==> src/hdl/cbm_defines.svh <==
// Offsets, field positions, reset values and state counts of the block mover
`ifndef CBM_DEFINES_SVH
`define CBM_DEFINES_SVH
// ==========================================================================
// Register byte offsets
`define CBM_OFS_CTRL 8'h00
`define CBM_OFS_COUNT 8'h04
`define CBM_OFS_SRC 8'h08
`define CBM_OFS_DST 8'h0c
`define CBM_OFS_STATUS 8'h10
`define CBM_OFS_STATES 8'h14
`define CBM_OFS_OPA 8'h18
`define CBM_OFS_OPB 8'h1c
`define CBM_OFS_ALUOP 8'h20
`define CBM_OFS_CCR 8'h24
`define CBM_OFS_CYCLES 8'h28
`define CBM_OFS_SPER 8'h2c
`define CBM_OFS_EXEC 8'h30
// ==========================================================================
// Field positions
`define CBM_CTRL_START 0
`define CBM_CTRL_WORD 1
`define CBM_CCR_C 0
`define CBM_CCR_V 1
`define CBM_CCR_Z 2
`define CBM_CCR_N 3
`define CBM_CCR_H 5
`define CBM_CYC_ECLK 24
// ==========================================================================
// Reset values and state counts
`define CBM_RST_WORD 32'h0000_0000
`define CBM_MOVE_OVERHEAD 8
`define CBM_MOVE_PER_BYTE 4
`define CBM_PRE_LAST 2'h3
`define CBM_FETCH_ADDL_IMM 4'h3
`define CBM_FETCH_ADDL_REG 4'h1
`endif

==> src/hdl/cbm_pkg.sv <==
// Types shared by the block mover and its flag unit
package cbm_pkg;
  // ========================================================================
  // Move engine states
  typedef enum {
    ST_IDLE, ST_PRE, ST_RD_A, ST_RD_B, ST_WR_A, ST_WR_B, ST_POST
  } cbm_state_e;
  // ========================================================================
  // Flag operations
  typedef enum logic [2:0] {
    OP_ADD_W, OP_SUB_W, OP_ADD_L, OP_SUB_L,
    OP_ADD_WITH_EXTEND, OP_DAA, OP_DIVN, OP_DIVQ
  } cbm_op_e;
  // ========================================================================
  // Carriers
  typedef struct packed {
    logic req;
    logic we;
    logic [15:0] addr;
    logic [7:0] wdata;
  } cbm_mem_s;
  typedef struct packed {
    logic h;
    logic n;
    logic z;
    logic v;
    logic c;
  } cbm_flags_s;
endpackage : cbm_pkg

==> src/hdl/cbm_flag_unit.sv <==
// Condition flag evaluation for arithmetic, adjust and divide operations
`timescale 1ns/100ps
module cbm_flag_unit (
  input wire cbm_pkg::cbm_op_e op,
  input wire logic [31:0] opa,
  input wire logic [31:0] opb,
  input wire cbm_pkg::cbm_flags_s fin,
  output cbm_pkg::cbm_flags_s fout
);
  // ========================================================================
  // Flag computation, one operation per cycle
  always_comb begin
    logic [16:0] w;
    logic [12:0] h12;
    logic [32:0] l;
    logic [28:0] h28;
    logic [8:0] x;
    logic [4:0] h4;
    logic [7:0] adj;
    logic [31:0] mag_a;
    logic [15:0] mag_b;
    w = 17'h0;
    h12 = 13'h0;
    l = 33'h0;
    h28 = 29'h0;
    x = 9'h0;
    h4 = 5'h0;
    adj = 8'h0;
    mag_a = opa[31] ? 32'(-opa) : opa;
    mag_b = opb[15] ? 16'(-opb[15:0]) : opb[15:0];
    fout = fin;
    case (op)
      cbm_pkg::OP_ADD_W, cbm_pkg::OP_SUB_W: begin
        if (op == cbm_pkg::OP_ADD_W) begin
          w = {1'b0, opa[15:0]} + {1'b0, opb[15:0]};
          h12 = {1'b0, opa[11:0]} + {1'b0, opb[11:0]};
          fout.v = (opa[15] == opb[15]) && (w[15] != opa[15]);
        end else begin
          w = {1'b0, opa[15:0]} - {1'b0, opb[15:0]};
          h12 = {1'b0, opa[11:0]} - {1'b0, opb[11:0]};
          fout.v = (opa[15] != opb[15]) && (w[15] != opa[15]);
        end
        fout.h = h12[12];
        fout.n = w[15];
        fout.z = (w[15:0] == 16'h0);
        fout.c = w[16];
      end
      cbm_pkg::OP_ADD_L, cbm_pkg::OP_SUB_L: begin
        if (op == cbm_pkg::OP_ADD_L) begin
          l = {1'b0, opa} + {1'b0, opb};
          h28 = {1'b0, opa[27:0]} + {1'b0, opb[27:0]};
          fout.v = (opa[31] == opb[31]) && (l[31] != opa[31]);
        end else begin
          l = {1'b0, opa} - {1'b0, opb};
          h28 = {1'b0, opa[27:0]} - {1'b0, opb[27:0]};
          fout.v = (opa[31] != opb[31]) && (l[31] != opa[31]);
        end
        fout.h = h28[28];
        fout.n = l[31];
        fout.z = (l[31:0] == 32'h0);
        fout.c = l[32];
      end
      cbm_pkg::OP_ADD_WITH_EXTEND: begin
        x = {1'b0, opa[7:0]} + {1'b0, opb[7:0]} + {8'h00, fin.c};
        h4 = {1'b0, opa[3:0]} + {1'b0, opb[3:0]} + {4'h0, fin.c};
        fout.h = h4[4];
        fout.n = x[7];
        fout.z = (x[7:0] == 8'h00) ? fin.z : 1'b0;
        fout.v = (opa[7] == opb[7]) && (x[7] != opa[7]);
        fout.c = x[8];
      end
      // decimal adjust sets carry or holds
      cbm_pkg::OP_DAA: begin
        if (opa[3:0] > 4'h9 || fin.h) begin
          adj[3:0] = 4'h6;
        end
        if (opa[7:4] > 4'h9 || fin.c ||
            (opa[7:4] == 4'h9 && opa[3:0] > 4'h9)) begin
          adj[7:4] = 4'h6;
        end
        x = {1'b0, opa[7:0]} + {1'b0, adj};
        fout.n = x[7];
        fout.z = (x[7:0] == 8'h00);
        fout.c = (adj[7:4] != 4'h0) ? 1'b1 : fin.c;
      end
      cbm_pkg::OP_DIVN: begin
        fout.n = opb[15];
        fout.z = (opb[15:0] == 16'h0);
      end
      cbm_pkg::OP_DIVQ: begin
        fout.n = (opb[15:0] != 16'h0) && (opa[31] ^ opb[15]) &&
                 (mag_a >= {16'h0, mag_b});
        fout.z = (opb[15:0] == 16'h0);
      end
      default: begin
        fout = fin;
      end
    endcase
  end
endmodule : cbm_flag_unit

==> src/hdl/cbm_core.sv <==
// Block byte move engine, condition flags and state count unit on APB
//
// Operation
// - Byte form copies while low count nonzero
// - Word form uses full sixteen-bit count
// - Move takes eight plus four per byte
// - Word half carry from bit eleven
// - Longword half carry from bit twenty-seven
// - Extended add keeps zero, else clears
// - Adjust carry sets, else holds
// - E-clock transfers have no fixed count
// - Signed divide flags negative divisor
// - Division flags zero divisor
// - Division flags negative quotient
// - States are sum of counts times states
// - Long immediate add fetches three, register one
//
// The APB slave port and the placing of the registers were left to the implementer.
`timescale 1ns/100ps
`include "cbm_defines.svh"
module cbm_core (
  input wire logic pclk,
  input wire logic presetn,
  input wire logic psel,
  input wire logic penable,
  input wire logic pwrite,
  input wire logic [7:0] paddr,
  input wire logic [31:0] pwdata,
  output logic [31:0] prdata,
  output logic pready,
  output logic pslverr,
  output cbm_pkg::cbm_mem_s mem,
  input wire logic [7:0] mem_rdata
);
  // ========================================================================
  // Helpers
  function automatic logic cnt_zero(input logic [15:0] c, input logic wd);
    cnt_zero = wd ? (c == 16'h0) : (c[7:0] == 8'h00);
  endfunction : cnt_zero

  function automatic logic [11:0] cyc(input logic [3:0] n,
                                      input logic [3:0] s);
    cyc = {8'h00, n} * {8'h00, s};
  endfunction : cyc

  function automatic logic mapped(input logic [7:0] a);
    mapped = (a[1:0] == 2'b00) && (a <= `CBM_OFS_EXEC);
  endfunction : mapped

  // ========================================================================
  // State
  cbm_pkg::cbm_state_e state_r, state_nxt;
  logic busy_r, busy_nxt, done_r, done_nxt, word_r, word_nxt;
  logic [1:0] phase_r, phase_nxt;
  logic [15:0] cnt_r, cnt_nxt, src_r, src_nxt, dst_r, dst_nxt;
  logic [7:0] data_r, data_nxt;
  logic [19:0] states_r, states_nxt;
  logic [16:0] n0_r, n0_nxt;
  logic [31:0] opa_r, opa_nxt, opb_r, opb_nxt, cyc_r, cyc_nxt;
  logic [31:0] sper_r, sper_nxt, exec_r, exec_nxt;
  cbm_pkg::cbm_op_e op_r, op_nxt;
  logic alu_go_r, alu_go_nxt;
  cbm_pkg::cbm_flags_s ccr_r, ccr_nxt, flag_out;
  cbm_pkg::cbm_mem_s mem_nxt;
  logic [31:0] prdata_nxt;
  logic pready_nxt, pslverr_nxt;
  logic wr_en, setup;

  assign setup = psel && !penable && !pready;
  // Writes land only at the access edge that pready completes
  assign wr_en = psel && penable && pready && pwrite && !pslverr;

  // ========================================================================
  // Flag unit, evaluated the cycle after an operation write
  cbm_flag_unit u_flags (
    .op(op_r),
    .opa(opa_r),
    .opb(opb_r),
    .fin(ccr_r),
    .fout(flag_out)
  );

  // ========================================================================
  // APB answer: one wait-free access phase, error on unmapped offsets
  always_comb begin
    prdata_nxt = prdata;
    pready_nxt = setup;
    pslverr_nxt = setup && !mapped(paddr);
    if (setup) begin
      prdata_nxt = 32'h0;
      case (paddr)
        `CBM_OFS_CTRL: prdata_nxt = {30'h0, word_r, 1'b0};
        `CBM_OFS_COUNT: prdata_nxt = {16'h0, cnt_r};
        `CBM_OFS_SRC: prdata_nxt = {16'h0, src_r};
        `CBM_OFS_DST: prdata_nxt = {16'h0, dst_r};
        `CBM_OFS_STATUS: prdata_nxt = {29'h0, word_r, done_r, busy_r};
        `CBM_OFS_STATES: prdata_nxt = {12'h0, states_r};
        `CBM_OFS_OPA: prdata_nxt = opa_r;
        `CBM_OFS_OPB: prdata_nxt = opb_r;
        `CBM_OFS_ALUOP: prdata_nxt = {29'h0, op_r};
        `CBM_OFS_CCR: prdata_nxt = {26'h0, ccr_r.h, 1'b0, ccr_r.n,
                                    ccr_r.z, ccr_r.v, ccr_r.c};
        `CBM_OFS_CYCLES: prdata_nxt = cyc_r;
        `CBM_OFS_SPER: prdata_nxt = sper_r;
        `CBM_OFS_EXEC: prdata_nxt = exec_r;
        default: prdata_nxt = 32'h0;
      endcase
    end
  end

  always_ff @(posedge pclk or negedge presetn) begin
    if (!presetn) begin
      prdata <= `CBM_RST_WORD;
      pready <= 1'b0;
      pslverr <= 1'b0;
    end else begin
      prdata <= prdata_nxt;
      pready <= pready_nxt;
      pslverr <= pslverr_nxt;
    end
  end

  // ========================================================================
  // Operand, flag and state count registers
  always_comb begin
    logic [3:0] fetch;
    fetch = cyc_r[3:0];
    opa_nxt = opa_r;
    opb_nxt = opb_r;
    op_nxt = op_r;
    cyc_nxt = cyc_r;
    sper_nxt = sper_r;
    alu_go_nxt = 1'b0;
    ccr_nxt = ccr_r;
    // flags are frozen while a move runs
    if (alu_go_r) begin
      ccr_nxt = flag_out;
    end
    if (wr_en && !busy_r) begin
      case (paddr)
        `CBM_OFS_OPA: opa_nxt = pwdata;
        `CBM_OFS_OPB: opb_nxt = pwdata;
        `CBM_OFS_ALUOP: begin
          op_nxt = cbm_pkg::cbm_op_e'(pwdata[2:0]);
          alu_go_nxt = 1'b1;
        end
        `CBM_OFS_CCR: begin
          ccr_nxt.h = pwdata[`CBM_CCR_H];
          ccr_nxt.n = pwdata[`CBM_CCR_N];
          ccr_nxt.z = pwdata[`CBM_CCR_Z];
          ccr_nxt.v = pwdata[`CBM_CCR_V];
          ccr_nxt.c = pwdata[`CBM_CCR_C];
        end
        `CBM_OFS_CYCLES: cyc_nxt = {5'h0, pwdata[26:0]};
        `CBM_OFS_SPER: sper_nxt = {8'h0, pwdata[23:0]};
        default: ;
      endcase
    end
    // long add form fixes the fetch count
    if (cyc_r[26:25] == 2'h1) begin
      fetch = `CBM_FETCH_ADDL_IMM;
    end else if (cyc_r[26:25] == 2'h2) begin
      fetch = `CBM_FETCH_ADDL_REG;
    end
    // sum of cycle counts times states per cycle
    exec_nxt = {8'h0, fetch, 8'h0, cyc(fetch, sper_r[3:0]) +
                cyc(cyc_r[7:4], sper_r[7:4]) +
                cyc(cyc_r[11:8], sper_r[11:8]) +
                cyc(cyc_r[15:12], sper_r[15:12]) +
                cyc(cyc_r[19:16], sper_r[19:16]) +
                cyc(cyc_r[23:20], sper_r[23:20])};
    // E-clock transfer: count reads zero, variable bit set
    if (cyc_r[`CBM_CYC_ECLK]) begin
      exec_nxt = {1'b1, 7'h0, fetch, 20'h0};
    end
  end

  always_ff @(posedge pclk or negedge presetn) begin
    if (!presetn) begin
      opa_r <= `CBM_RST_WORD;
      opb_r <= `CBM_RST_WORD;
      op_r <= cbm_pkg::OP_ADD_W;
      cyc_r <= `CBM_RST_WORD;
      sper_r <= `CBM_RST_WORD;
      exec_r <= `CBM_RST_WORD;
      alu_go_r <= 1'b0;
      ccr_r <= '0;
    end else begin
      opa_r <= opa_nxt;
      opb_r <= opb_nxt;
      op_r <= op_nxt;
      cyc_r <= cyc_nxt;
      sper_r <= sper_nxt;
      exec_r <= exec_nxt;
      alu_go_r <= alu_go_nxt;
      ccr_r <= ccr_nxt;
    end
  end

  // ========================================================================
  // move engine: 4 lead, 4 per byte, 4 trailing
  always_comb begin
    state_nxt = state_r;
    busy_nxt = busy_r;
    done_nxt = done_r;
    word_nxt = word_r;
    phase_nxt = phase_r;
    cnt_nxt = cnt_r;
    src_nxt = src_r;
    dst_nxt = dst_r;
    data_nxt = data_r;
    n0_nxt = n0_r;
    states_nxt = busy_r ? states_r + 20'h1 : states_r;
    case (state_r)
      cbm_pkg::ST_IDLE: begin
        if (wr_en) begin
          case (paddr)
            `CBM_OFS_COUNT: cnt_nxt = pwdata[15:0];
            `CBM_OFS_SRC: src_nxt = pwdata[15:0];
            `CBM_OFS_DST: dst_nxt = pwdata[15:0];
            `CBM_OFS_CTRL: begin
              word_nxt = pwdata[`CBM_CTRL_WORD];
              if (pwdata[`CBM_CTRL_START]) begin
                state_nxt = cbm_pkg::ST_PRE;
                busy_nxt = 1'b1;
                done_nxt = 1'b0;
                states_nxt = 20'h0;
                phase_nxt = 2'h0;
                n0_nxt = pwdata[`CBM_CTRL_WORD] ? {1'b0, cnt_r} :
                         {9'h0, cnt_r[7:0]};
              end
            end
            default: ;
          endcase
        end
      end
      cbm_pkg::ST_PRE: begin
        phase_nxt = phase_r + 2'h1;
        if (phase_r == `CBM_PRE_LAST) begin
          // zero count skips the copy loop
          state_nxt = cnt_zero(cnt_r, word_r) ? cbm_pkg::ST_POST :
                      cbm_pkg::ST_RD_A;
        end
      end
      cbm_pkg::ST_RD_A: state_nxt = cbm_pkg::ST_RD_B;
      cbm_pkg::ST_RD_B: begin
        data_nxt = mem_rdata;
        state_nxt = cbm_pkg::ST_WR_A;
      end
      cbm_pkg::ST_WR_A: state_nxt = cbm_pkg::ST_WR_B;
      cbm_pkg::ST_WR_B: begin
        src_nxt = src_r + 16'h1;
        dst_nxt = dst_r + 16'h1;
        // byte form decrements only the low byte
        // word form decrements all sixteen bits
        cnt_nxt = word_r ? cnt_r - 16'h1 :
                  {cnt_r[15:8], cnt_r[7:0] - 8'h01};
        state_nxt = cnt_zero(cnt_nxt, word_r) ? cbm_pkg::ST_POST :
                    cbm_pkg::ST_RD_A;
        phase_nxt = 2'h0;
      end
      cbm_pkg::ST_POST: begin
        phase_nxt = phase_r + 2'h1;
        if (phase_r == `CBM_PRE_LAST) begin
          state_nxt = cbm_pkg::ST_IDLE;
          busy_nxt = 1'b0;
          done_nxt = 1'b1;
        end
      end
      default: state_nxt = cbm_pkg::ST_IDLE;
    endcase
    // Bus request is registered so it lines up with the state it serves
    mem_nxt.req = (state_nxt == cbm_pkg::ST_RD_A) ||
                  (state_nxt == cbm_pkg::ST_WR_A);
    mem_nxt.we = (state_nxt == cbm_pkg::ST_WR_A);
    mem_nxt.addr = (state_nxt == cbm_pkg::ST_WR_A) ? dst_nxt : src_nxt;
    mem_nxt.wdata = data_nxt;
  end

  always_ff @(posedge pclk or negedge presetn) begin
    if (!presetn) begin
      state_r <= cbm_pkg::ST_IDLE;
      busy_r <= 1'b0;
      done_r <= 1'b0;
      word_r <= 1'b0;
      phase_r <= 2'h0;
      cnt_r <= 16'h0;
      src_r <= 16'h0;
      dst_r <= 16'h0;
      data_r <= 8'h00;
      n0_r <= 17'h0;
      states_r <= 20'h0;
      mem <= '0;
    end else begin
      state_r <= state_nxt;
      busy_r <= busy_nxt;
      done_r <= done_nxt;
      word_r <= word_nxt;
      phase_r <= phase_nxt;
      cnt_r <= cnt_nxt;
      src_r <= src_nxt;
      dst_r <= dst_nxt;
      data_r <= data_nxt;
      n0_r <= n0_nxt;
      states_r <= states_nxt;
      mem <= mem_nxt;
    end
  end
endmodule : cbm_core

==> config.mk <==
export PLATFORM = sky130hd
export DESIGN_NAME = cbm_core
export DESIGN_NICKNAME = d
export VERILOG_FILES = /design/src/hdl/cbm_pkg.sv /design/src/hdl/cbm_flag_unit.sv /design/src/hdl/cbm_core.sv
export VERILOG_INCLUDE_DIRS = /design/src /design/src/hdl
export SDC_FILE = /design/constraint.sdc
export NUM_CORES = 1
export LEC_CHECK = 0
export ABC_AREA = 1
export ABC_CLOCK_PERIOD_IN_PS = 8580
export BUFFER_PORTS_ARGS = -buffer_cell sky130_fd_sc_hd__buf_2
export CAP_MARGIN = 20
export CORE_MARGIN = 2
export CORE_UTILIZATION = 45
export CTS_BUF_LIST = sky130_fd_sc_hd__clkbuf_4 sky130_fd_sc_hd__clkbuf_8 sky130_fd_sc_hd__clkbuf_16
export CTS_CLUSTER_SIZE = 12
export DETAILED_ROUTE_END_ITERATION = 16
export GPL_TIMING_DRIVEN = 0
export SLEW_MARGIN = 20
export SYNTH_ARGS = -nofsm -noshare
export SYNTH_HDL_FRONTEND = slang
export SYNTH_SLANG_ARGS = --single-unit
==> constraint.sdc <==
create_clock -name pclk -period 8.58 [get_ports pclk]
set_input_delay 0.858 -clock pclk [delete_from_list [all_inputs] [get_ports pclk]]
set_output_delay 0.858 -clock pclk [all_outputs]
set_load 0.01 [all_outputs]
==> results_dict.tcl <==
set metrics [dict create \
    share_comb_of_total_power 0.036 \
    floorplan.io_pins 113 \
    post_cts_resized 0 \
    synthTopCellsByArea "sky130_fd_sc_hd__dfrtp_1 29%, sky130_fd_sc_hd__nand2_1 14%, sky130_fd_sc_hd__inv_1 9.3%" \
    grt_setup_unrepaired "false" \
    groute.usage.overall 0.339 \
    post_drt_via_cell_ratio 5.56 \
    endpoint "exec_r[9]" \
    max_slew_margin 0.292 \
    post-place-cells 4646 \
    drive_gt1_frac 0.0647 \
    n_antenna_cell 0 \
    grt_antenna_before_repair 1 \
    timing.critical_path.slowest_cell_delay_ps 560 \
    worstPathArrival_ps 6970 \
    critical_path_depth 26 \
    routed_wirelength_mm 102 \
    hold_viol 0 \
    cp-end-kind "register" \
    core_area_mm2 0.0575 \
    total_power_mw 3.10 \
    setup.reg_to_reg.worst_slack_ps 2000 \
    asyncSetResetFlopFracSynth 1.00 \
    ctsHoldBuffers 0 \
    post-route-period-util 0.767 \
    route.layer.met1.wl_mm 41.7 \
    timing_worst_setup_path_type "register to register" \
    worst_path_most_repeated_cell "sky130_fd_sc_hd__nor2_1" \
    drt-pass1-iter-count 6 \
    detailedRoute.firstIterationViolations 2406 \
    die_h_um 245 \
    total_leakage_power_nw 15.8 \
    min-delay-path-class "input port to async pin" \
    final_period_minus_worst_setup_slack_ps 6580 \
    cts.clk_slew.worst_paths_ps 60 \
    synthDominantAreaCellType "sky130_fd_sc_hd__dfrtp_1" \
    net-switching-power_mw 0.722 \
    drc_errors 0 \
    grt_start_max_net_pins 75 \
    max_cap_check_violation_count 0 \
    max_freq_mhz 152 \
    synth.yosys.warnings 0 \
    worst_ir_drop_vdd_v 0.000131 \
    yosys_most_used_dff "sky130_fd_sc_hd__dfrtp_1" \
    netlist_instances 3737 \
    critical_path.startpoint_type "register" \
    syn2layout_area_growth_pct 11.0 \
    floorplan.die.width_um 245 \
    ff2ff_path_depth 26 \
    critical_r2r_capture "exec_r[9]" \
    detail_route.wl_per_cell_um 21.7 \
    timing_max_transition_violations_final 0 \
    cts_post_setup_buffers_inserted 0 \
    design.final.nets 4237 \
    tritoncts "built" \
    grt_overflow_total 0 \
    gp_congestion 1.07 \
    power.density_cell_area_mw_per_mm2 107 \
    htree_num_levels 2 \
    grt_first_pass_wirelength_mm 152 \
    portBuffers 112 \
    fraction_of_the_yosys_area_taken_by_sequential_cells 0.292 \
    totalNegativeSetupSlack_ps 0 \
    sequentialPowerShare 0.468 \
    yosys.cell_types.count 64 \
    post_synth_top_area_share 0.292 \
    clock_tree.buffer_depth 3 \
    setup-violations-final 0 \
    syn_area_mm2 0.0261 \
    clk_root_buffer_cell "sky130_fd_sc_hd__clkbuf_16" \
    postSynthRegisterBits 305 \
    critical_path_required_ps 8980 \
    power.share.switching 0.233 \
    dr_wl_met2_mm 45.8 \
    die_outline_area_mm2 0.0599 \
    critPathSlowestCell "sky130_fd_sc_hd__fa_1" \
    wl_met3_mm 6.77 \
    top_metal_layer_carrying_routed_signals "met4" \
    clk-insertion-delay-late_ps 570 \
    critical-path-top-delay-family "adder cells" \
    internal_power_summed_over_all_cells_mw 2.38 \
    cts_inserted_buffers 35 \
    post-dp-hpwl_mm 83.6 \
    worst-path-buf-inv 5 \
    clock_skew_ps 32.5 \
    run_status "finished clean" \
    first_global_vias 24800 \
    synth-edff-count 0 \
    tightest_slew_ps 1060 \
    final_non_filler_cell_total 4704 \
    power_frac_clock 0.496 \
    drtAntennaViolNets 0 \
    num_vias 26200 \
    crit_fanout 4 \
    num_rows 88 \
    syn_area_per_cell_um2 6.98 \
    start_util 0.454 \
    startpoint "cyc_r[25]" \
    tritoncts_sinks 305 \
    timing.rr.start "cyc_r[25]" \
]
-- stage by stage --
stage | hold WS (ps) | util | setup WS [ps] | cell area [µm²]
final | 225 | 0.504 | 2000 | 29000
after floorplan | 352 | - | 2780 | 26200
after CTS | 232 | 0.504 | 2000 | 29000
after detailed placement | 368 | 0.484 | 2050 | 27800
after global placement | 358 | 0.482 | 582 | 27700
after global routing | 254 | 0.504 | 1550 | 29000
-- power by group through the flow --
stage	clock [mW]	sequential [mW]	combinational, mW
6_report	1.54	1.45	0.111
5_1_grt	1.61	1.45	0.119
4_1_cts	1.55	1.45	0.110
3_5_place_dp	0	1.48	0.110
3_3_place_gp	0	1.48	0.103
2_1_floorplan	0	1.48	0.0239
-- worst min-delay path by stage --
stage | startpoint | end | slack (ps) | depth (start not counted)
final | presetn | exec_r[7] | 230 | 1
after global placement | cyc_r[24] | exec_r[31] | 360 | 0
after CTS | presetn | prdata[17] | 230 | 1
after floorplan | cyc_r[24] | exec_r[31] | 350 | 0
after detailed placement | cyc_r[24] | exec_r[31] | 370 | 0
after global routing | presetn | exec_r[7] | 250 | 1
-- area by class of cell --
class / count / area (µm²)
Clock buffer: 50 / 1010
Buffer: 104 / 490
Fill cell: 6006 / 28500
Sequential cell: 305 / 7630
Inverter: 662 / 2480
Multi-Input combinational cell: 2694 / 15600
Timing Repair Buffer: 116 / 681
Clock inverter: 8 / 124
Tap cell: 765 / 957
-- synth_stat cells, types with 6 or more instances --
library cell,instances
sky130_fd_sc_hd__nand2_1,988
sky130_fd_sc_hd__inv_1,649
sky130_fd_sc_hd__nor2_1,315
sky130_fd_sc_hd__o21ai_0,306
sky130_fd_sc_hd__dfrtp_1,305
sky130_fd_sc_hd__ha_1,181
sky130_fd_sc_hd__nand3_1,159
sky130_fd_sc_hd__a21oi_1,149
sky130_fd_sc_hd__xor2_1,99
sky130_fd_sc_hd__fa_1,85
sky130_fd_sc_hd__clkbuf_1,67
sky130_fd_sc_hd__nor3_1,60
sky130_fd_sc_hd__o22ai_1,53
sky130_fd_sc_hd__nand4_1,36
sky130_fd_sc_hd__nor4_1,33
sky130_fd_sc_hd__a221oi_1,26
sky130_fd_sc_hd__buf_2,24
sky130_fd_sc_hd__o221ai_1,21
sky130_fd_sc_hd__o211ai_1,17
sky130_fd_sc_hd__a31oi_1,16
sky130_fd_sc_hd__a211oi_1,12
sky130_fd_sc_hd__o21bai_1,12
sky130_fd_sc_hd__inv_2,8
sky130_fd_sc_hd__nor2_2,8
sky130_fd_sc_hd__buf_6,7
sky130_fd_sc_hd__o2111ai_1,7
sky130_fd_sc_hd__and2_1,6
sky130_fd_sc_hd__nor2_4,6
-- logic make-up (layout without fill, tap and decap cells) --
logic type / after synthesis / in the layout / share of synthesized area
flip-flops: 305 / 305 / 0.292
XOR/XNOR: 104 / 104 / 0.0349
AO/OA/AOI/OAI: 655 / 655 / 0.145
other: 1 / 29 / 0.000144
AND/OR/NAND/NOR: 1640 / 1640 / 0.262
buffers and inverters: 766 / 940 / 0.114
adder cells (fa/ha/maj): 266 / 266 / 0.152
-- metal layers --
metal  GRT usage  vias up
met5           0        -
met4       0.223        0
met3      0.0347      275
met2       0.538     1133
met1       0.441    12400
li1            -    12300
-- flip-flops by register name (all words and copies together), names as in the netlist, 18 cells and up --
| signal | count |
|---|---|
| cyc_r | 27 |
| mem | 18 |
| opa_r | 32 |
| opb_r | 32 |
| prdata | 32 |
| sper_r | 24 |
| state_r | 32 |
| states_r | 20 |
-- placed cells by master, fill, tap and decap left out, types with 85 or more instances in the layout --
master / n
sky130_fd_sc_hd__nand2_1: 988
sky130_fd_sc_hd__inv_1: 649
sky130_fd_sc_hd__nor2_1: 315
sky130_fd_sc_hd__o21ai_0: 306
sky130_fd_sc_hd__dfrtp_1: 305
sky130_fd_sc_hd__ha_1: 181
sky130_fd_sc_hd__nand3_1: 159
sky130_fd_sc_hd__a21oi_1: 149
sky130_fd_sc_hd__buf_2: 135
sky130_fd_sc_hd__xor2_1: 99
sky130_fd_sc_hd__fa_1: 85
(Power assumes the default switching activity.)
